[config.mk]
export PLATFORM = sky130hd
export DESIGN_NAME = bbx_branch_exec
export DESIGN_NICKNAME = d
export VERILOG_FILES = /design/src/hw/bbx_pkg.sv /design/src/hw/bbx_branch_exec.sv /design/src/hw/bbx_cycle_timer.sv /design/src/hw/bbx_bit_space.sv
export SDC_FILE = /design/constraint.sdc
export NUM_CORES = 1
export LEC_CHECK = 0
export ABC_AREA = 1
export BUFFER_PORTS_ARGS = -buffer_cell sky130_fd_sc_hd__buf_4
export CORE_MARGIN = 2
export CORE_UTILIZATION = 25
export CTS_CLUSTER_DIAMETER = 200
export DETAILED_ROUTE_END_ITERATION = 8
export MAX_ROUTING_LAYER = met4
export PLACE_DENSITY = 0.48
export SLEW_MARGIN = 5
export SYNTH_ARGS = -nofsm -noshare
export SYNTH_HDL_FRONTEND = slang
export SYNTH_SLANG_ARGS = --single-unit
export TNS_END_PERCENT = 100
[constraint.sdc]
create_clock -name sys_clk -period 10 [get_ports sys_clk]
set_input_delay 0.5 -clock sys_clk [delete_from_list [all_inputs] [get_ports sys_clk]]
set_output_delay 0.5 -clock sys_clk [all_outputs]
set_load 0.02 [all_outputs]
[src/hw/bbx_pkg.sv]
// Constants, opcode codes and state type of the bit processor and branch unit.
// Assumes a single clock that also serves as the oscillator of the core.
package bbx_pkg;
  localparam int          OSC_PER_MCYCLE = 12;
  localparam int          OSC_PER_SLOT   = OSC_PER_MCYCLE / 2;
  localparam logic [3:0]  TIMER_LAST     = 4'(OSC_PER_MCYCLE - 1);
  localparam logic [3:0]  SLOT_LAST      = 4'(OSC_PER_SLOT - 1);
  localparam logic [15:0] PC_RESET       = 16'h0000;
  localparam logic [7:0]  ACC_RESET      = 8'h00;
  localparam logic [15:0] DATA_POINTER_RESET     = 16'h0000;
  localparam logic [7:0]  PSW_RESET      = 8'h00;
  localparam logic [7:0]  PORT_RESET     = 8'hFF;
  localparam logic [15:0] INT_CODE_LIMIT = 16'h1000;
  localparam int          STACK_DEPTH    = 8;
  localparam logic [7:0]  SFR_PORT_BASE  = 8'h90;
  localparam logic [7:0]  SFR_PSW_BASE   = 8'hD0;
  localparam logic [2:0]  PSW_CY_POS     = 3'h7;
  localparam logic [2:0]  PSW_P_POS      = 3'h0;
  localparam logic [7:0]  CARRY_BIT_ADDR = {SFR_PSW_BASE[7:3], PSW_CY_POS};
  // Opcode codes.
  localparam logic [7:0] OP_NOP       = 8'h00;
  localparam logic [7:0] OP_LONG_ABSOLUTE_JUMP      = 8'h02;
  localparam logic [7:0] OP_LCALL     = 8'h12;
  localparam logic [7:0] OP_JBC       = 8'h10;
  localparam logic [7:0] OP_JB        = 8'h20;
  localparam logic [7:0] OP_JNB       = 8'h30;
  localparam logic [7:0] OP_JC        = 8'h40;
  localparam logic [7:0] OP_JNC       = 8'h50;
  localparam logic [7:0] OP_RET       = 8'h22;
  localparam logic [7:0] OP_INTERRUPT_RETURN      = 8'h32;
  localparam logic [7:0] OP_ORL_C     = 8'h72;
  localparam logic [7:0] OP_JMP_ADPTR = 8'h73;
  localparam logic [7:0] OP_SHORT_RELATIVE_JUMP      = 8'h80;
  localparam logic [7:0] OP_ANL_C     = 8'h82;
  localparam logic [7:0] OP_CODE_MEMORY_READ_PC   = 8'h83;
  localparam logic [7:0] OP_MOV_BIT_C = 8'h92;
  localparam logic [7:0] OP_CODE_MEMORY_READ_DATA_POINTER = 8'h93;
  localparam logic [7:0] OP_ORL_NC    = 8'hA0;
  localparam logic [7:0] OP_MOV_C_BIT = 8'hA2;
  localparam logic [7:0] OP_ANL_NC    = 8'hB0;
  localparam logic [7:0] OP_CPL_BIT   = 8'hB2;
  localparam logic [7:0] OP_CPL_C     = 8'hB3;
  localparam logic [7:0] OP_CLR_BIT   = 8'hC2;
  localparam logic [7:0] OP_CLR_C     = 8'hC3;
  localparam logic [7:0] OP_SET_BIT_OP_BIT  = 8'hD2;
  localparam logic [7:0] OP_SET_BIT_OP_C    = 8'hD3;
  localparam logic [4:0] PAGE_JMP_LOW  = 5'h01;
  localparam logic [4:0] PAGE_CALL_LOW = 5'h11;

  typedef enum logic [3:0] {
    ST_S0 = 4'h1,
    ST_S1 = 4'h2,
    ST_S2 = 4'h4,
    ST_S3 = 4'h8
  } bbx_state_type;
endpackage

[src/hw/bbx_branch_exec.sv]
// Executes constant reads, single-bit operations and jumps of the core.
// Assumes program memory answers at most two clocks after the address.
`timescale 1ns/100ps
module bbx_branch_exec
  import bbx_pkg::*;
(
  input  wire logic        sys_clk,
  input  wire logic        sys_rst,
  input  wire logic [7:0]  code_data,
  input  wire logic        code_external,
  input  wire logic        acc_load_en,
  input  wire logic [7:0]  acc_load_val,
  input  wire logic        data_pointer_load_en,
  input  wire logic [15:0] data_pointer_load_val,
  output logic [15:0]      code_addr,
  output logic             program_store_strobe,
  output logic [7:0]       acc,
  output logic [15:0]      data_pointer,
  output logic [15:0]      pc,
  output logic [7:0]       port_out,
  output logic [7:0]       program_status_word,
  output logic             interrupt_return_done
);
  bbx_state_type st;
  bbx_state_type next_st;
  logic [15:0] next_pc;
  logic [7:0]  op;
  logic [7:0]  next_op;
  logic [7:0]  b1;
  logic [7:0]  next_b1;
  logic [7:0]  b2;
  logic [7:0]  next_b2;
  logic [7:0]  next_acc;
  logic [15:0] next_data_pointer;
  logic [2:0]  sp;
  logic [2:0]  next_sp;
  logic [15:0] ret_stack [STACK_DEPTH];
  logic        push_en;
  logic        next_interrupt_return;
  logic [7:0]  code_s1;
  logic [7:0]  code_byte;
  logic        ext_s1;
  logic        ext_s2;
  logic        slot_en;
  logic [7:0]  opnd;
  logic        bit_val;
  logic        carry;
  logic        bit_wr_en;
  logic [7:0]  bit_wr_addr;
  logic        bit_wr_val;
  logic        carry_wr;
  logic        carry_val;
  logic        bit_wr;
  logic [7:0]  rel;
  logic [15:0] rel_target;
  logic [15:0] table_addr;
  logic [15:0] fetch_addr;
  logic        do_fetch;
  logic [15:0] next_code_addr;
  logic        next_strobe;

  function automatic logic is_page(input logic [7:0] o);
    is_page = (o[4:0] == PAGE_JMP_LOW) || (o[4:0] == PAGE_CALL_LOW);
  endfunction

  function automatic logic is_code_memory_read(input logic [7:0] o);
    is_code_memory_read = (o == OP_CODE_MEMORY_READ_DATA_POINTER) || (o == OP_CODE_MEMORY_READ_PC);
  endfunction

  function automatic logic [1:0] op_len(input logic [7:0] o);
    case (o)
      OP_LONG_ABSOLUTE_JUMP, OP_LCALL, OP_JB, OP_JNB, OP_JBC: op_len = 2'd3;
      OP_SHORT_RELATIVE_JUMP, OP_JC, OP_JNC, OP_ANL_C, OP_ANL_NC, OP_ORL_C, OP_ORL_NC,
      OP_MOV_C_BIT, OP_MOV_BIT_C, OP_CLR_BIT, OP_SET_BIT_OP_BIT, OP_CPL_BIT: op_len = 2'd2;
      default: op_len = is_page(o) ? 2'd2 : 2'd1;
    endcase
  endfunction

  // Opcodes outside this set run over two machine cycles.
  function automatic logic op_single(input logic [7:0] o);
    case (o)
      OP_NOP, OP_CLR_C, OP_SET_BIT_OP_C, OP_CPL_C, OP_CLR_BIT, OP_SET_BIT_OP_BIT, OP_CPL_BIT,
      OP_MOV_C_BIT: op_single = 1'b1;
      default: op_single = 1'b0;
    endcase
  endfunction

  bbx_cycle_timer u_timer (
    .sys_clk (sys_clk),
    .sys_rst (sys_rst),
    .slot_en (slot_en)
  );

  bbx_bit_space u_bits (
    .sys_clk    (sys_clk),
    .sys_rst    (sys_rst),
    .rd_addr    (opnd),
    .wr_en      (bit_wr_en),
    .wr_addr    (bit_wr_addr),
    .wr_val     (bit_wr_val),
    .acc_parity (^acc),
    .rd_val     (bit_val),
    .carry      (carry),
    .program_status_word        (program_status_word),
    .port_out   (port_out)
  );

  always_comb begin
    opnd       = (st == ST_S1) ? code_byte : b1;
    rel        = (op == OP_JB || op == OP_JNB || op == OP_JBC) ? b2 : b1;
    rel_target = 16'(pc + {{8{rel[7]}}, rel});
    table_addr = 16'(((op == OP_CODE_MEMORY_READ_PC) ? pc : data_pointer) + {8'h00, acc});
    fetch_addr = (st == ST_S2 && is_code_memory_read(op)) ? table_addr : pc;
    case (st)
      ST_S0:   do_fetch = 1'b1;
      ST_S1:   do_fetch = op_len(op) > 2'd1;
      ST_S2:   do_fetch = (op_len(op) == 2'd3) || is_code_memory_read(op);
      default: do_fetch = 1'b0;
    endcase
  end

  always_comb begin
    next_st   = st;
    next_pc   = pc;
    next_op   = op;
    next_b1   = b1;
    next_b2   = b2;
    next_acc  = acc_load_en ? acc_load_val : acc;
    next_data_pointer = data_pointer_load_en ? data_pointer_load_val : data_pointer;
    next_sp   = sp;
    push_en   = 1'b0;
    next_interrupt_return = 1'b0;
    carry_wr  = 1'b0;
    carry_val = 1'b0;
    bit_wr    = 1'b0;
    bit_wr_val = 1'b0;
    next_code_addr = fetch_addr;
    next_strobe = do_fetch && (ext_s2 || fetch_addr >= INT_CODE_LIMIT);
    if (slot_en) begin
      if (do_fetch && !(st == ST_S2 && is_code_memory_read(op))) begin
        next_pc = 16'(pc + 16'h0001);
      end
      case (st)
        ST_S0: begin
          next_op = code_byte;
          next_st = ST_S1;
        end
        ST_S1: begin
          if (op_len(op) > 2'd1) begin
            next_b1 = code_byte;
          end
          next_st = op_single(op) ? ST_S0 : ST_S2;
          case (op)
            OP_CLR_C: carry_wr = 1'b1;
            OP_SET_BIT_OP_C: begin
              carry_wr  = 1'b1;
              carry_val = 1'b1;
            end
            OP_CPL_C: begin
              carry_wr  = 1'b1;
              carry_val = !carry;
            end
            OP_MOV_C_BIT: begin
              carry_wr  = 1'b1;
              carry_val = bit_val;
            end
            OP_CLR_BIT: bit_wr = 1'b1;
            OP_SET_BIT_OP_BIT: begin
              bit_wr     = 1'b1;
              bit_wr_val = 1'b1;
            end
            OP_CPL_BIT: begin
              bit_wr     = 1'b1;
              bit_wr_val = !bit_val;
            end
            default: carry_wr = 1'b0;
          endcase
        end
        ST_S2: begin
          if (op_len(op) == 2'd3) begin
            next_b2 = code_byte;
          end
          if (is_code_memory_read(op)) begin
            next_acc = code_byte;
          end
          next_st = ST_S3;
        end
        ST_S3: begin
          next_st = ST_S0;
          case (op)
            OP_ANL_C: begin
              carry_wr  = 1'b1;
              carry_val = carry & bit_val;
            end
            OP_ANL_NC: begin
              carry_wr  = 1'b1;
              carry_val = carry & !bit_val;
            end
            OP_ORL_C: begin
              carry_wr  = 1'b1;
              carry_val = carry | bit_val;
            end
            OP_ORL_NC: begin
              carry_wr  = 1'b1;
              carry_val = carry | !bit_val;
            end
            OP_MOV_BIT_C: begin
              bit_wr     = 1'b1;
              bit_wr_val = carry;
            end
            OP_SHORT_RELATIVE_JUMP: next_pc = rel_target;
            OP_JC: next_pc = carry ? rel_target : pc;
            OP_JNC: next_pc = carry ? pc : rel_target;
            OP_JB: next_pc = bit_val ? rel_target : pc;
            OP_JNB: next_pc = bit_val ? pc : rel_target;
            OP_JBC: begin
              if (bit_val) begin
                next_pc = rel_target;
                bit_wr  = 1'b1;
              end
            end
            OP_LONG_ABSOLUTE_JUMP: next_pc = {b1, b2};
            OP_LCALL: begin
              push_en = 1'b1;
              next_sp = 3'(sp + 3'h1);
              next_pc = {b1, b2};
            end
            OP_JMP_ADPTR: next_pc = table_addr;
            OP_RET, OP_INTERRUPT_RETURN: begin
              next_sp   = 3'(sp - 3'h1);
              next_pc   = ret_stack[3'(sp - 3'h1)];
              next_interrupt_return = (op == OP_INTERRUPT_RETURN);
            end
            default: begin
              if (op[4:0] == PAGE_CALL_LOW) begin
                push_en = 1'b1;
                next_sp = 3'(sp + 3'h1);
              end
              if (is_page(op)) begin
                next_pc = {pc[15:11], op[7:5], b1};
              end
            end
          endcase
        end
        default: next_st = ST_S0;
      endcase
    end
    bit_wr_en   = carry_wr | bit_wr;
    bit_wr_addr = carry_wr ? CARRY_BIT_ADDR : opnd;
    if (carry_wr) begin
      bit_wr_val = carry_val;
    end
  end

  always_ff @(posedge sys_clk or posedge sys_rst) begin
    if (sys_rst) begin
      st           <= ST_S0;
      pc           <= PC_RESET;
      op           <= OP_NOP;
      b1           <= 8'h00;
      b2           <= 8'h00;
      acc          <= ACC_RESET;
      data_pointer <= DATA_POINTER_RESET;
      sp           <= 3'h0;
      interrupt_return_done    <= 1'b0;
      code_s1      <= 8'h00;
      code_byte    <= 8'h00;
      ext_s1       <= 1'b0;
      ext_s2       <= 1'b0;
      code_addr    <= PC_RESET;
      program_store_strobe <= 1'b0;
    end else begin
      st           <= next_st;
      pc           <= next_pc;
      op           <= next_op;
      b1           <= next_b1;
      b2           <= next_b2;
      acc          <= next_acc;
      data_pointer <= next_data_pointer;
      sp           <= next_sp;
      interrupt_return_done    <= next_interrupt_return;
      code_s1      <= code_data;
      code_byte    <= code_s1;
      ext_s1       <= code_external;
      ext_s2       <= ext_s1;
      code_addr    <= next_code_addr;
      program_store_strobe <= next_strobe;
    end
  end

  // The return stack is a small private array; overflow wraps and loses the oldest entry.
  always_ff @(posedge sys_clk) begin
    if (push_en) begin
      ret_stack[sp] <= pc;
    end
  end
endmodule // bbx_branch_exec

[src/hw/bbx_cycle_timer.sv]
// Half machine cycle timer: one enable pulse every six clocks.
// Assumes sys_clk is the oscillator, so twelve clocks make a machine cycle.
`timescale 1ns/100ps
module bbx_cycle_timer
  import bbx_pkg::*;
(
  input  wire logic sys_clk,
  input  wire logic sys_rst,
  output logic      slot_en
);
  logic [3:0] count;
  logic [3:0] next_count;

  always_comb begin
    next_count = (count == TIMER_LAST) ? 4'h0 : 4'(count + 4'h1);
    slot_en    = (count == SLOT_LAST) || (count == TIMER_LAST);
  end

  always_ff @(posedge sys_clk or posedge sys_rst) begin
    if (sys_rst) begin
      count <= 4'h0;
    end else begin
      count <= next_count;
    end
  end
endmodule // bbx_cycle_timer

[src/hw/bbx_bit_space.sv]
// Bit-addressable storage: 128 RAM bits, the port latch and the status word.
// Assumes one write per clock; reads are combinational from the stored bits.
`timescale 1ns/100ps
module bbx_bit_space
  import bbx_pkg::*;
(
  input  wire logic       sys_clk,
  input  wire logic       sys_rst,
  input  wire logic [7:0] rd_addr,
  input  wire logic       wr_en,
  input  wire logic [7:0] wr_addr,
  input  wire logic       wr_val,
  input  wire logic       acc_parity,
  output logic            rd_val,
  output logic            carry,
  output logic [7:0]      program_status_word,
  output logic [7:0]      port_out
);
  logic [127:0] ram_bits;
  logic [127:0] next_ram_bits;
  logic [7:0]   next_psw;
  logic [7:0]   next_port;

  always_comb begin
    next_ram_bits = ram_bits;
    next_psw      = program_status_word;
    next_port     = port_out;
    if (wr_en) begin
      if (!wr_addr[7]) begin
        next_ram_bits[wr_addr[6:0]] = wr_val;
      end else if ({wr_addr[7:3], 3'h0} == SFR_PORT_BASE) begin
        next_port[wr_addr[2:0]] = wr_val;
      end else if ({wr_addr[7:3], 3'h0} == SFR_PSW_BASE) begin
        next_psw[wr_addr[2:0]] = wr_val;
      end
    end
    // The parity flag always follows the accumulator, so writes to it are lost.
    next_psw[PSW_P_POS] = acc_parity;
    if (!rd_addr[7]) begin
      rd_val = ram_bits[rd_addr[6:0]];
    end else if ({rd_addr[7:3], 3'h0} == SFR_PORT_BASE) begin
      rd_val = port_out[rd_addr[2:0]];
    end else if ({rd_addr[7:3], 3'h0} == SFR_PSW_BASE) begin
      rd_val = program_status_word[rd_addr[2:0]];
    end else begin
      rd_val = 1'b0;
    end
    carry = program_status_word[PSW_CY_POS];
  end

  always_ff @(posedge sys_clk or posedge sys_rst) begin
    if (sys_rst) begin
      ram_bits <= '0;
      program_status_word      <= PSW_RESET;
      port_out <= PORT_RESET;
    end else begin
      ram_bits <= next_ram_bits;
      program_status_word      <= next_psw;
      port_out <= next_port;
    end
  end
endmodule // bbx_bit_space

**After elaboration in Yosys (flattened, before gate mapping)**

Memories as Yosys holds them, arrays and structs flattened.
Cells that the tools add are included.

- Memories kept: 1
- Bits of input ports: 37
- Register bits after elaboration: 255
- Word-level logic and storage cells: 203
- RAM bits: 128
- Output and inout bits: 74

Memory list:

| memory | depth | width | rd ports | clocked after Yosys merged registers in | wr ports | RTL line | RTL |
|---|---|---|---|---|---|---|---|
| ret_stack | 8 | 16 | 1 | 0 | 1 | bbx_branch_exec.sv:37 | `logic [15:0] ret_stack [STACK_DEPTH];` |

- Eq/ne operators: 44
- Mux-type cells: 76
- Reduce and logical (&&, ||, !) cells: 38
- $lt $le $gt $ge: 9
- Bitwise gates (word level): 8
- Add/subtract/negate cells: 6

Operators by type and width:

| cell | number |
|---|---|
| 16-bit two-way mux | 10 |
| 16-bit one-hot mux with 10 select lines | 1 |
| 128-bit bitwise mux | 1 |
| 8-bit equality test (second input constant) | 14 |
| 8-bit two-way mux | 7 |
| 8-bit by 6-bit equality test with 1-bit output (second input constant) | 4 |
| 8-bit by 7-bit equality test with 1-bit output (second input constant) | 4 |
| 1-bit two-way mux | 29 |
| 5-bit equality test (second input constant) | 5 |
| 16-bit by 1-bit adder with 16-bit output (second input constant) | 1 |
| 16-bit adder | 1 |
| 16-bit by 8-bit adder with 16-bit output | 1 |
| 8-bit bitwise mux | 2 |
| 8-bit by 5-bit equality test with 1-bit output (second input constant) | 2 |
| 16-bit by 13-bit >= comparator with 1-bit output (second input constant) | 1 |
| 7-bit by 8-bit less-than comparator with 1-bit output (second input constant) | 2 |
| 15-bit OR reduction | 1 |
| 1-bit one-hot mux with 2 select lines | 7 |
| 13-bit OR reduction | 1 |
| 12-bit inequality test (second input constant) | 1 |
| 4-bit one-hot mux with 3 select lines | 1 |
| 12-bit OR reduction | 1 |
| 2-bit two-way mux | 5 |
| 5-bit OR reduction | 2 |
| other kinds (44) | 77 |

**Logic depth before layout (Yosys ltp)**

Gate-level depths: netlist of the first run.

- Depth after elaboration: 14
- Depth in mapped cells: 29
- Depth with buffers taken out: 25

**Hierarchy**

From an unflattened synthesis of the first run, not the netlist that was laid out.

- Cells, all modules: 2,404
- Area, all modules: 20,322.0 um^2

Modules (own cells, without submodules):

| module | seq. area each (um^2) | area an instance (um^2) | instances | cells each |
|---|---|---|---|---|
| bbx_branch_exec | 6,522.5 | 12,599.6 | 1 | 1,443 |
| bbx_bit_space | 3,613.5 | 7,511.0 | 1 | 934 |
| bbx_cycle_timer | 100.1 | 211.5 | 1 | 27 |

**Least setup slack after synthesis of the first run**

OpenSTA, ideal clock, no wires.

- Path type: flip-flop to flip-flop
- Start: reg op[6]
- End: reg program_store_strobe
- Arrival: 3.921 ns
- Stages on the path, launching flop included: 29
- Period minus slack after synthesis: 4.040 ns
- Required time: 9.880 ns
- Buffers on the path: 3
- Setup slack: 5.960 ns
- Library setup time: 0.120 ns
- Cells stage by stage: dfrtp_1 inv_1 nand2_1 inv_1 nand2_1 inv_1 nand2_1 clkbuf_1 clkbuf_1 clkbuf_1 nand2_1 o21ai_0 ha_1 inv_1 fa_1 inv_1 a31oi_1 o21ai_0 nand2_1 nand2_1 a21oi_1 nor3_1 nand2_1 nor2_1 xor2_1 o21ai_0 nand3_1 o21ai_0 inv_1

- Longest elaborated chain between the ends: 8
- Elaborated cells on any way between the ends: 36
- Those cells by class: add/sub: 1; order compare: 2; eq/ne: 20; mux: 6; reduce/logical: 7

Ends and longest elaborated chain:

| element | RTL line | RTL |
|---|---|---|
| from (decl) | bbx_branch_exec.sv:27 | `logic [7:0] op;` |
| from (signal assigned) | bbx_branch_exec.sv:275 | `op <= next_op;` |
| branches (longest 7 deep; another with 16-bit by 8-bit adder with 16-bit output) | n/a |  |
| 1-bit logical AND (*) | bbx_branch_exec.sv:138 | `next_strobe = do_fetch && (ext_s2 \|\| fetch_addr >= INT_CODE_LIMIT);` |
| net next_strobe | bbx_branch_exec.sv:60 | `logic next_strobe;` |
| to (signal assigned) | bbx_branch_exec.sv:287 | `program_store_strobe <= next_strobe;` |
| to (decl) | bbx_branch_exec.sv:16 | `output logic program_store_strobe,` |

Mark *: on every way through the listed nets, which the timed path passes. The select of a mux whose other input is x is not followed.
A chain may end at the register's enable or synchronous reset.

**Worst setup path after layout of the first run**

- Start: reg st[0]
- End: reg u_bits.port_out[7]

- Longest elaborated chain between the ends: 14
- Elaborated cells on any way between the ends: 43
- Those cells by class: order compare: 2; eq/ne: 5; mux: 28; bitwise: 5; reduce/logical: 3

Ends and longest elaborated chain:

| element | RTL line | RTL |
|---|---|---|
| from (decl) | bbx_branch_exec.sv:24 | `bbx_state_type st;` |
| from (signal assigned) | bbx_branch_exec.sv:273 | `st <= next_st;` |
| branches (longest 14 deep; another with 8-bit two-way mux) | n/a |  |
| to (signal assigned) | bbx_bit_space.sv:59 | `port_out <= next_port;` |
| to (decl) | bbx_bit_space.sv:17 | `output logic [7:0] port_out` |

Several ways; the timed one is not identified. The select of a mux whose other input is x is not followed.

==> results of run 1 <==
[layout make-up]
cell class	instances	area share [%]
Sequential cell	383	39.96
Clock inverter	22	0.9572
Tap cell	1155	5.640
Clock buffer	57	4.967
Multi-Input combinational cell	1703	35.55
Inverter	576	8.468
Timing Repair Buffer	152	4.464
[power groups by stage]
| stage | logic [mW] | clock network (mW) | registers [mW] |
|---|---|---|---|
| after detailed placement | 0.640 | 0 | 1.81 |
| final | 0.643 | 1.71 | 1.78 |
| after floorplan | 0.352 | 0 | 1.82 |
| after CTS | 0.644 | 1.75 | 1.78 |
| after global routing | 0.703 | 1.81 | 1.78 |
| after global placement | 0.640 | 0 | 1.81 |
[cell usage in the layout (no fill, tap or decap), types with 39 or more instances in the layout]
cell and n:
nand4_1 140, o21ai_0 200, xor2_1 39, edfxtp_1 128
clkbuf_16 46, a21oi_1 140, nand3_1 199, nor2_1 171
inv_1 566, dfrtp_1 245, a21oi_2 65, nand2_1 523
buf_4 151
[cells by family after synthesis]
kind of cell | share of synthesized area [%]
compound gates | 13.55
fa+ha+maj | 1.768
mux | 1.207
xor+xnor | 2.063
buf+inv | 12.86
simple gates | 22.20
flops | 46.36
[worst paths after layout]
path,from,to,cells after the start
min,code_data[4],code_s1[4],1
min in group asynchronous,sys_rst,u_bits.ram_bits[101],2
min reg2reg,code_s1[2],code_byte[2],0
max in group asynchronous,sys_rst,u_bits.ram_bits[91],3
max,st[0],u_bits.port_out[7],22
max reg2reg,st[0],u_bits.port_out[7],22
[state kept, by name (all words and copies together), names as in the netlist, 8 cells and up]
signal,flops
acc,8
b1,8
b2,8
code_addr,16
code_byte,8
code_s1,8
data_pointer,16
op,8
pc,16
ret_stack,128
u_bits.port_out,8
u_bits.program_status_word,8
u_bits.ram_bits,128
[metal layers]
metal  vias to the layer above  wire length (um)  track usage, %
met3                       105              3481           2.262
met4                         0              1525           4.549
met1                      9162             32520           21.30
met5                         -                 0               -
li1                       9238                 -               -
met2                       430             34470           26.27
[worst max-delay path, cell delays in order, from the launching register on]
cell      delay (ns)
dfstp_2         0.58
nor2_4          0.07
nand2_4         0.25
nand2_1         0.16
nand2_2         0.41
buf_4           0.57
nand2_1         0.10
o211ai_1        0.11
nand3_1         0.10
nand3_1         0.15
nand3_1         0.11
nand3_1         0.10
nand3_1         0.10
nand2_2         0.15
nand3_1         0.13
nand2_1         0.09
nand2_1         0.08
nand2_4         0.56
buf_4           0.67
nand2_1         0.51
o21bai_1        0.27
inv_1           0.06
a21oi_1         0.11
[Yosys cell counts, drive strengths merged (4+ instances only)]
| library cell | number | area (um^2) |
|---|---|---|
| dfstp | 9 | 236.5 |
| o221ai | 28 | 245.2 |
| nand3 | 200 | 1006 |
| nor2 | 182 | 703.2 |
| buf | 71 | 467.9 |
| nor4 | 6 | 37.54 |
| o221a | 4 | 45.04 |
| clkbuf | 56 | 210.2 |
| xnor2 | 13 | 113.9 |
| o211ai | 9 | 67.56 |
| or2 | 5 | 31.28 |
| clkinv | 4 | 15.01 |
| a31oi | 5 | 31.28 |
| nand4 | 141 | 888.4 |
| a21oi | 205 | 1270 |
| dfrtp | 246 | 6156 |
| o21bai | 11 | 82.58 |
| ha | 28 | 350.3 |
| nor3 | 34 | 175.2 |
| o21ai | 212 | 1099 |
| mux2 | 21 | 236.5 |
| edfxtp | 128 | 3844 |
| nand2 | 532 | 2029 |
| xor2 | 39 | 341.6 |
| inv | 572 | 2147 |
==> results.sh, run 1 <==
export IMPL_max_slew_margin_rel_pct=5.533
export IMPL_clk_latency_ns=0.59
export IMPL_drt_wl_total_mm=71.99
export IMPL_hpwlAfterDp_mm=46.83
export IMPL_viasPerCell=4.678
export IMPL_numCtsBuffers=45
export IMPL_finalSetupTns_ns=0
export IMPL_drc=0
export IMPL_synthArstFlopShare_pct=66.58
export IMPL_ir_drop_v=0.0001083
export IMPL_fin_nets=2928
export IMPL_max_cap_violations=0
export IMPL_fin_area_um2=25620
export IMPL_drt_pass1_iterations=5
export IMPL_final_antenna_net_count=0
export IMPL_grt_first_pass_wirelength_mm=111.9
export IMPL_critPathCaptureType="flip-flop"
export IMPL_cts_tree="done"
export IMPL_crit_type="reg -> reg"
export IMPL_cp_arrival_ns=6.13
export IMPL_port_buffers=110
export IMPL_initialDrtViolationCount=1620
export IMPL_fin_crit_ns=5.622
export IMPL_setup_violations=0
export IMPL_pwr_share_comb_pct=15.5
export IMPL_rsz0062_at_grt="false"
export IMPL_crit_path_max_fanout=69
export IMPL_crit_path_start_kind="flip-flop"
export IMPL_power_frac_seq_pct=43.0
export IMPL_die_w_um=301.2
export IMPL_p_sw_share_pct=29.42
export IMPL_clock_path_buffers=3
export IMPL_cts_setup_buffers=0
export IMPL_cts_sinks=383
export IMPL_layout_area_overhead_vs_synth_pct=16.03
export IMPL_synth_seq_cells=383
export IMPL_fmax_ghz=0.1779
export IMPL_cts_repair_resized=0
export IMPL_netlist_cell_type_count=57
export IMPL_slew_viol_final=0
export IMPL_die_h_um=301.2
export IMPL_design_die_area_um2=90720
export IMPL_coreArea_um2=87160
export IMPL_avgSynthCellArea_um2=7.917
export IMPL_tightestPinTransition_ns=1.399
export IMPL_dp_cells=3968
export IMPL_hold_viol_final=0
export IMPL_p_leak_nw=12.17
export IMPL_ys_flop_type="dfrtp_1"
export IMPL_cts_root_buf="clkbuf_16"
export IMPL_required_ns=10.51
export IMPL_track_usage_pct=16.28
export IMPL_syn_inst=2789
export IMPL_yosysWarnings=0
export IMPL_outcome="finished clean"
export IMPL_grt_overflow=0
export IMPL_reg2reg_slack_ns=4.38
export IMPL_cts_max_level=2
export IMPL_finalClockSkew_ns=0.03940
export IMPL_postCtsHoldBufs=1
export IMPL_drive_above_1_share_pct=12.79
export IMPL_io_pins=111
export IMPL_multi_input_area_um2=9107
export IMPL_grt_max_degree=125
export IMPL_placed_cell_area_um2=24090
export IMPL_path_clk_slew_ns=0.06
export IMPL_n_antenna_cell=0
export IMPL_internal_power_mw=2.919
export IMPL_synth_nets=2856
export IMPL_syn_area_um2=22080
export IMPL_post_route_period_util_pct=56.22
export IMPL_instances_no_fill=4048
export IMPL_fillCellCount=9385
export IMPL_hold_path_class="in -> reg"
export IMPL_vias=18940
export IMPL_fin_ws_ns=4.378
export IMPL_p_total_mw=4.135
export IMPL_finish_utilization_pct=29.40
export IMPL_synth_edf_count=128
export IMPL_power_density_nw_per_um2=161.4
export IMPL_clkPwrFrac_pct=41.4
export IMPL_gp_congestion=0.8956
export IMPL_regArea_um2=10240
export IMPL_wire_per_inst_um=17.78
export IMPL_ys_seq_area_share_pct=46.36
export IMPL_grt_pass1_vias=18590
export IMPL_antenna_found_initial=0
export IMPL_power_switching_mw=1.217
export IMPL_holdWs_ns=0.03118
export IMPL_row_count=108
export IMPL_pre_cts_ws_ns=4.405
export IMPL_start_util_pct=25.33
(Power assumes the default switching activity.)
==> run 2, diff against run 1 <==
Settings changed: PLACE_DENSITY 0.48 to 0.5.
Clock period 10 ns to 4.9 ns, I/O delays scaled along.
==> results.sh, run 2 (synthesis results as in run 1) <==
export IMPL_outcome="finished clean"
export IMPL_clk_latency_ns=0.58
export IMPL_gp_congestion=0.9383
export IMPL_power_frac_seq_pct=42.6
export IMPL_coreArea_um2=87160
export IMPL_drt_pass1_iterations=6
export IMPL_vias=19120
export IMPL_p_sw_share_pct=29.66
export IMPL_cts_sinks=383
export IMPL_crit_path_max_fanout=16
export IMPL_use_met2_pct=25.66
export IMPL_cts_root_buf="clkbuf_16"
export IMPL_grt_max_degree=149
export IMPL_max_slew_margin_rel_pct=21.39
export IMPL_row_count=108
export IMPL_cts_tree="done"
export IMPL_hold_path_class="in -> reg"
export IMPL_antenna_found_initial=1
export IMPL_layout_cells_most_common="inv_1"
export IMPL_die_w_um=301.2
export IMPL_power_switching_mw=2.498
export IMPL_max_cap_violations=0
export IMPL_io_pins=111
export IMPL_viasPerCell=4.648
export IMPL_finalClockSkew_ns=0.02619
export IMPL_fin_nets=2990
export IMPL_critPathCaptureType="flip-flop"
export IMPL_track_usage_pct=16.37
export IMPL_finalSetupTns_ns=0
export IMPL_drive_above_1_share_pct=13.56
export IMPL_design_die_area_um2=90720
export IMPL_rsz0062_at_grt="false"
export IMPL_required_ns=5.35
export IMPL_top_usage_layer="met2"
export IMPL_p_leak_nw=12.47
export IMPL_met3_usage_pct=1.988
export IMPL_port_buffers=110
export IMPL_grtUsageMet1_pct=22.32
export IMPL_ir_drop_v=0.0002264
export IMPL_wire_per_inst_um=17.63
export IMPL_initialDrtViolationCount=1576
export IMPL_fin_crit_ns=4.340
export IMPL_hpwlAfterDp_mm=47.91
export IMPL_setup_violations=0
export IMPL_crit_path_start_kind="flip-flop"
export IMPL_final_antenna_net_count=0
export IMPL_drc=0
export IMPL_crit_type="reg -> reg"
export IMPL_clkPwrFrac_pct=40.5
export IMPL_cts_max_level=2
export IMPL_cts_setup_buffers=0
export IMPL_layout_area_overhead_vs_synth_pct=18.77
export IMPL_grt_first_pass_wirelength_mm=113.0
export IMPL_slew_viol_final=0
export IMPL_power_density_nw_per_um2=321.1
export IMPL_numCtsBuffers=43
export IMPL_grt_pass1_vias=18730
export IMPL_reg_top3="ret_stack x128, u_bits.ram_bits x128"
export IMPL_die_h_um=301.2
export IMPL_pwr_share_comb_pct=16.9
export IMPL_path_clk_slew_ns=0.06
export IMPL_drt_wl_total_mm=72.52
export IMPL_grt_overflow=0
export IMPL_internal_power_mw=5.923
export IMPL_post_route_period_util_pct=88.57
export IMPL_final_cell_mix="566 x inv_1, 522 x nand2_1, 245 x dfrtp_1"
export IMPL_cp_arrival_ns=4.79
export IMPL_clock_path_buffers=3
export IMPL_tightestPinTransition_ns=1.164
export IMPL_fmax_ghz=0.2304
export IMPL_p_total_mw=8.421
export IMPL_hold_viol_final=0
export IMPL_start_util_pct=25.33
[run 2: changes by cell type in the layout (fill, tap and decap cells not counted), moves of 2 or more]
cell           delta
buf_12           +10
clkinv_1          -4
clkbuf_8          -6
dlygate4sd3_1    +28
clkinv_4          -2
buf_4            +26
clkbuf_16         -2
inv_6             +3
clkbuf_1         +11
[run 2: cell type report]
| type | instances | area, um^2 |
|---|---|---|
| flip-flops and latches | 383 | 10240 |
| fillers | 9409 | 60930 |
| well taps | 1155 | 1445 |
| multi-input cells | 1703 | 9105 |
| clock buffers | 60 | 1181 |
| clock inverters | 20 | 269.0 |
| repair buffers | 216 | 1819 |
| diodes | 1 | 2.502 |
| inverters | 576 | 2166 |
[run 2: final timing paths]
check	startpoint	to	slack [ns]	cells after the start
worst max-delay path	op[5]	pc[12]	0.56	24
worst min-delay path	acc_load_val[5]	acc[5]	0.03	4
worst max register to register	op[5]	pc[12]	0.56	24
max in group asynchronous	sys_rst	u_bits.ram_bits[28]	3.53	4
worst min register to register	code_s1[3]	code_byte[3]	0.34	0
min in group asynchronous	sys_rst	u_bits.ram_bits[50]	0.19	3
[run 2: stage by stage]
stage	instances	instance area (um^2)	hold slack (ns)	util (%)	worst slack, ns
floorplan	2789	22080	0.2764	-	0.8596
global placement	4004	24480	0.2056	28.09	0.5961
detailed placement	4004	24480	0.2044	28.09	0.4411
CTS	4113	26220	0.002248	30.08	0.4216
global route	4114	26230	0.03283	30.09	0.07280
finish	4114	26230	0.03019	30.09	0.5598
[run 2: routing by layer]
layer | part of all wire [%] | vias up | wire length, um
li1 | - | 9352 | -
met1 | 47 | 9211 | 34180
met2 | 46 | 454 | 33440
met3 | 4.5 | 105 | 3285
met4 | 2.2 | 0 | 1614
met5 | 0 | - | 0
[run 2: power by group through the flow]
stage	Combinational (mW)	Sequential, mW	Clock [mW]
3_3_place_gp	1.40	3.65	0
3_5_place_dp	1.40	3.65	0
2_1_floorplan	0.718	3.72	0
6_report	1.42	3.59	3.41
4_1_cts	1.42	3.59	3.51
5_1_grt	1.55	3.60	3.63
[run 2: repair_timing]
action / CTS / global route
hold endpoints to repair: 36 / 0
resized for setup: 0 / 2
hold buffers: 29 / 0
endpoints found under the setup margin: 0 / 2
[run 2: worst max-delay path, cell delays in order, from the launching register on]
cell	delay, ns
dfrtp_1	0.42
inv_1	0.22
nand2_1	0.15
nor2_1	0.17
nand2_1	0.14
nand2_2	0.23
nand2_1	0.08
o21ai_0	0.09
ha_1	0.22
inv_1	0.06
fa_1	0.39
o21ai_0	0.31
a21oi_1	0.12
o21bai_1	0.30
a21boi_0	0.21
o21ai_1	0.25
a21oi_1	0.10
nor2_1	0.10
nor2_1	0.05
xor2_1	0.16
nor2_1	0.07
o21ai_0	0.15
o21ai_0	0.12
nand2_1	0.07
nand2_1	0.05
==> run 3, diff against run 2 <==
Settings changed: PLACE_DENSITY 0.5 to 0.48.
Clock period 4.9 ns to 5.3 ns, I/O delays scaled along.
==> results.sh, run 3 (synthesis results as in run 1) <==
export IMPL_die_w_um=301.2
export IMPL_p_leak_nw=12.46
export IMPL_hold_viol_final=0
export IMPL_clkPwrFrac_pct=41.2
export IMPL_power_frac_seq_pct=42.1
export IMPL_wire_per_inst_um=17.87
export IMPL_critPathCaptureType="flip-flop"
export IMPL_row_count=108
export IMPL_layout_cells_most_common="inv_1"
export IMPL_fmax_ghz=0.2160
export IMPL_reg_top3="ret_stack x128, u_bits.ram_bits x128"
export IMPL_rsz0062_at_grt="false"
export IMPL_grt_first_pass_wirelength_mm=114.0
export IMPL_n_antenna_cell=0
export IMPL_clk_latency_ns=0.59
export IMPL_die_h_um=301.2
export IMPL_cts_root_buf="clkbuf_16"
export IMPL_coreArea_um2=87160
export IMPL_slew_viol_final=0
export IMPL_crit_path_max_fanout=16
export IMPL_cp_top_family="simple AND/OR/NAND/NOR gates"
export IMPL_path_clk_slew_ns=0.06
export IMPL_port_buffers=110
export IMPL_finalSetupTns_ns=0
export IMPL_grt_overflow=0
export IMPL_slowest_delay_ns=0.42
export IMPL_outcome="finished clean"
export IMPL_crit_top_cell="nand2_1"
export IMPL_finish_utilization_pct=30.08
export IMPL_design_die_area_um2=90720
export IMPL_initialDrtViolationCount=1685
export IMPL_vias=19310
export IMPL_numCtsBuffers=46
export IMPL_crit_type="reg -> reg"
export IMPL_post_route_period_util_pct=87.34
export IMPL_drc=0
export IMPL_final_antenna_net_count=0
export IMPL_cts_sinks=383
export IMPL_max_slew_margin_rel_pct=28.79
export IMPL_path_cells="inv_1 -> nand2_1 -> nor3_2 -> nand2_1 -> nand2_1 -> nand2_1 -> o21ai_0 -> ha_1 -> inv_1 -> fa_1 -> o21ai_0 -> a21oi_1 -> o21bai_1 -> a21boi_0 -> o21ai_0 -> xor2_1 -> nor2_1 -> nor4_1 -> nand3_1 -> nand2_1 -> o21ai_0"
export IMPL_cp_arrival_ns=5.07
export IMPL_max_cap_violations=0
export IMPL_io_pins=111
export IMPL_cts_max_level=2
export IMPL_viasPerCell=4.701
export IMPL_crit_buf_inv=2
export IMPL_critPathSlowestCell="nand2_1"
export IMPL_tightestPinTransition_ns=1.055
export IMPL_power_density_nw_per_um2=301.3
export IMPL_layout_area_overhead_vs_synth_pct=18.75
export IMPL_pwr_share_comb_pct=16.6
export IMPL_antenna_found_initial=0
export IMPL_grt_max_degree=158
export IMPL_hpwlAfterDp_mm=48.32
export IMPL_fin_crit_ns=4.629
export IMPL_required_ns=5.74
export IMPL_hold_path_class="in -> reg"
export IMPL_gp_congestion=0.9273
export IMPL_setup_violations=0
export IMPL_cts_setup_buffers=0
export IMPL_grt_pass1_vias=18730
export IMPL_drt_wl_total_mm=73.42
export IMPL_start_util_pct=25.33
export IMPL_power_switching_mw=2.353
export IMPL_ir_drop_v=0.0002320
export IMPL_clock_path_buffers=3
export IMPL_p_sw_share_pct=29.78
export IMPL_internal_power_mw=5.548
export IMPL_track_usage_pct=16.59
export IMPL_final_cell_mix="566 x inv_1, 523 x nand2_1, 245 x dfrtp_1"
export IMPL_drt_pass1_iterations=5
export IMPL_fin_nets=2983
export IMPL_cts_tree="done"
export IMPL_crit_path_start_kind="flip-flop"
export IMPL_finalClockSkew_ns=0.03390
export IMPL_drive_above_1_share_pct=13.44
run 3: worst paths after layout:
check	start	end	slack, ns	cells past startpoint
setup / recovery	op[3]	pc[10]	0.67	21
min in group asynchronous	sys_rst	u_bits.ram_bits[48]	0.49	4
setup reg to reg	op[3]	pc[10]	0.67	21
max in group asynchronous	sys_rst	pc[9]	3.64	5
hold reg to reg	code_s1[4]	code_byte[4]	0.34	0
hold / removal	acc_load_val[2]	acc[2]	0.03	4
run 3: metal layers:
layer | wire length (um) | share of wire, % | up-vias | GRT usage, %
li1 | - | - | 9333 | -
met1 | 34210 | 47 | 9353 | 22.36
met2 | 33860 | 46 | 509 | 26.05
met3 | 3595 | 4.9 | 115 | 2.298
met4 | 1753 | 2.4 | 0 | 4.430
met5 | 0 | 0 | - | -
run 3: worst min-delay path, stage by stage:
cell and delay, ns:
buf_4 0.07, mux2_2 0.13, nand2_1 0.04, o21ai_0 0.07
run 3: stage by stage:
stage / std cells / power [mW] / instance area [um^2] / setup slack [ns] / hold slack (ns)
2_1_floorplan: 2789 / 4.100 / 22080 / 1.260 / 0.2964
3_3_place_gp: 3992 / 4.673 / 24370 / 0.6686 / 0.3315
3_5_place_dp: 3992 / 4.670 / 24370 / 0.5576 / 0.3356
6_report: 4108 / 7.901 / 26220 / 0.6711 / 0.03365
5_1_grt: 4108 / 8.231 / 26220 / 0.2073 / 0.03302
4_1_cts: 4108 / 7.991 / 26220 / 0.5021 / 0.001349
run 3: power groups by stage:
stage	Clock [mW]	Sequential [mW]	Combinational, mW
6_report	3.26	3.33	1.31
2_1_floorplan	0	3.44	0.664
5_1_grt	3.47	3.34	1.43
3_3_place_gp	0	3.38	1.29
3_5_place_dp	0	3.38	1.29
4_1_cts	3.35	3.33	1.31
run 3: what timing repair did:
action / CTS / global route
endpoints found under the hold margin: 79 / 0
setup endpoints to repair: 0 / 2
resized for setup: 0 / 1
hold buffers: 31 / 0
run 3: final cells by class:
cell class,instances,area (um^2)
clock inverter,20,222.7
timing repair buffer,206,1724
sequential,383,10240
multi-input combinational,1703,9112
clock buffer,65,1314
fill,9390,60940
tap,1155,1445
inverter,576,2166
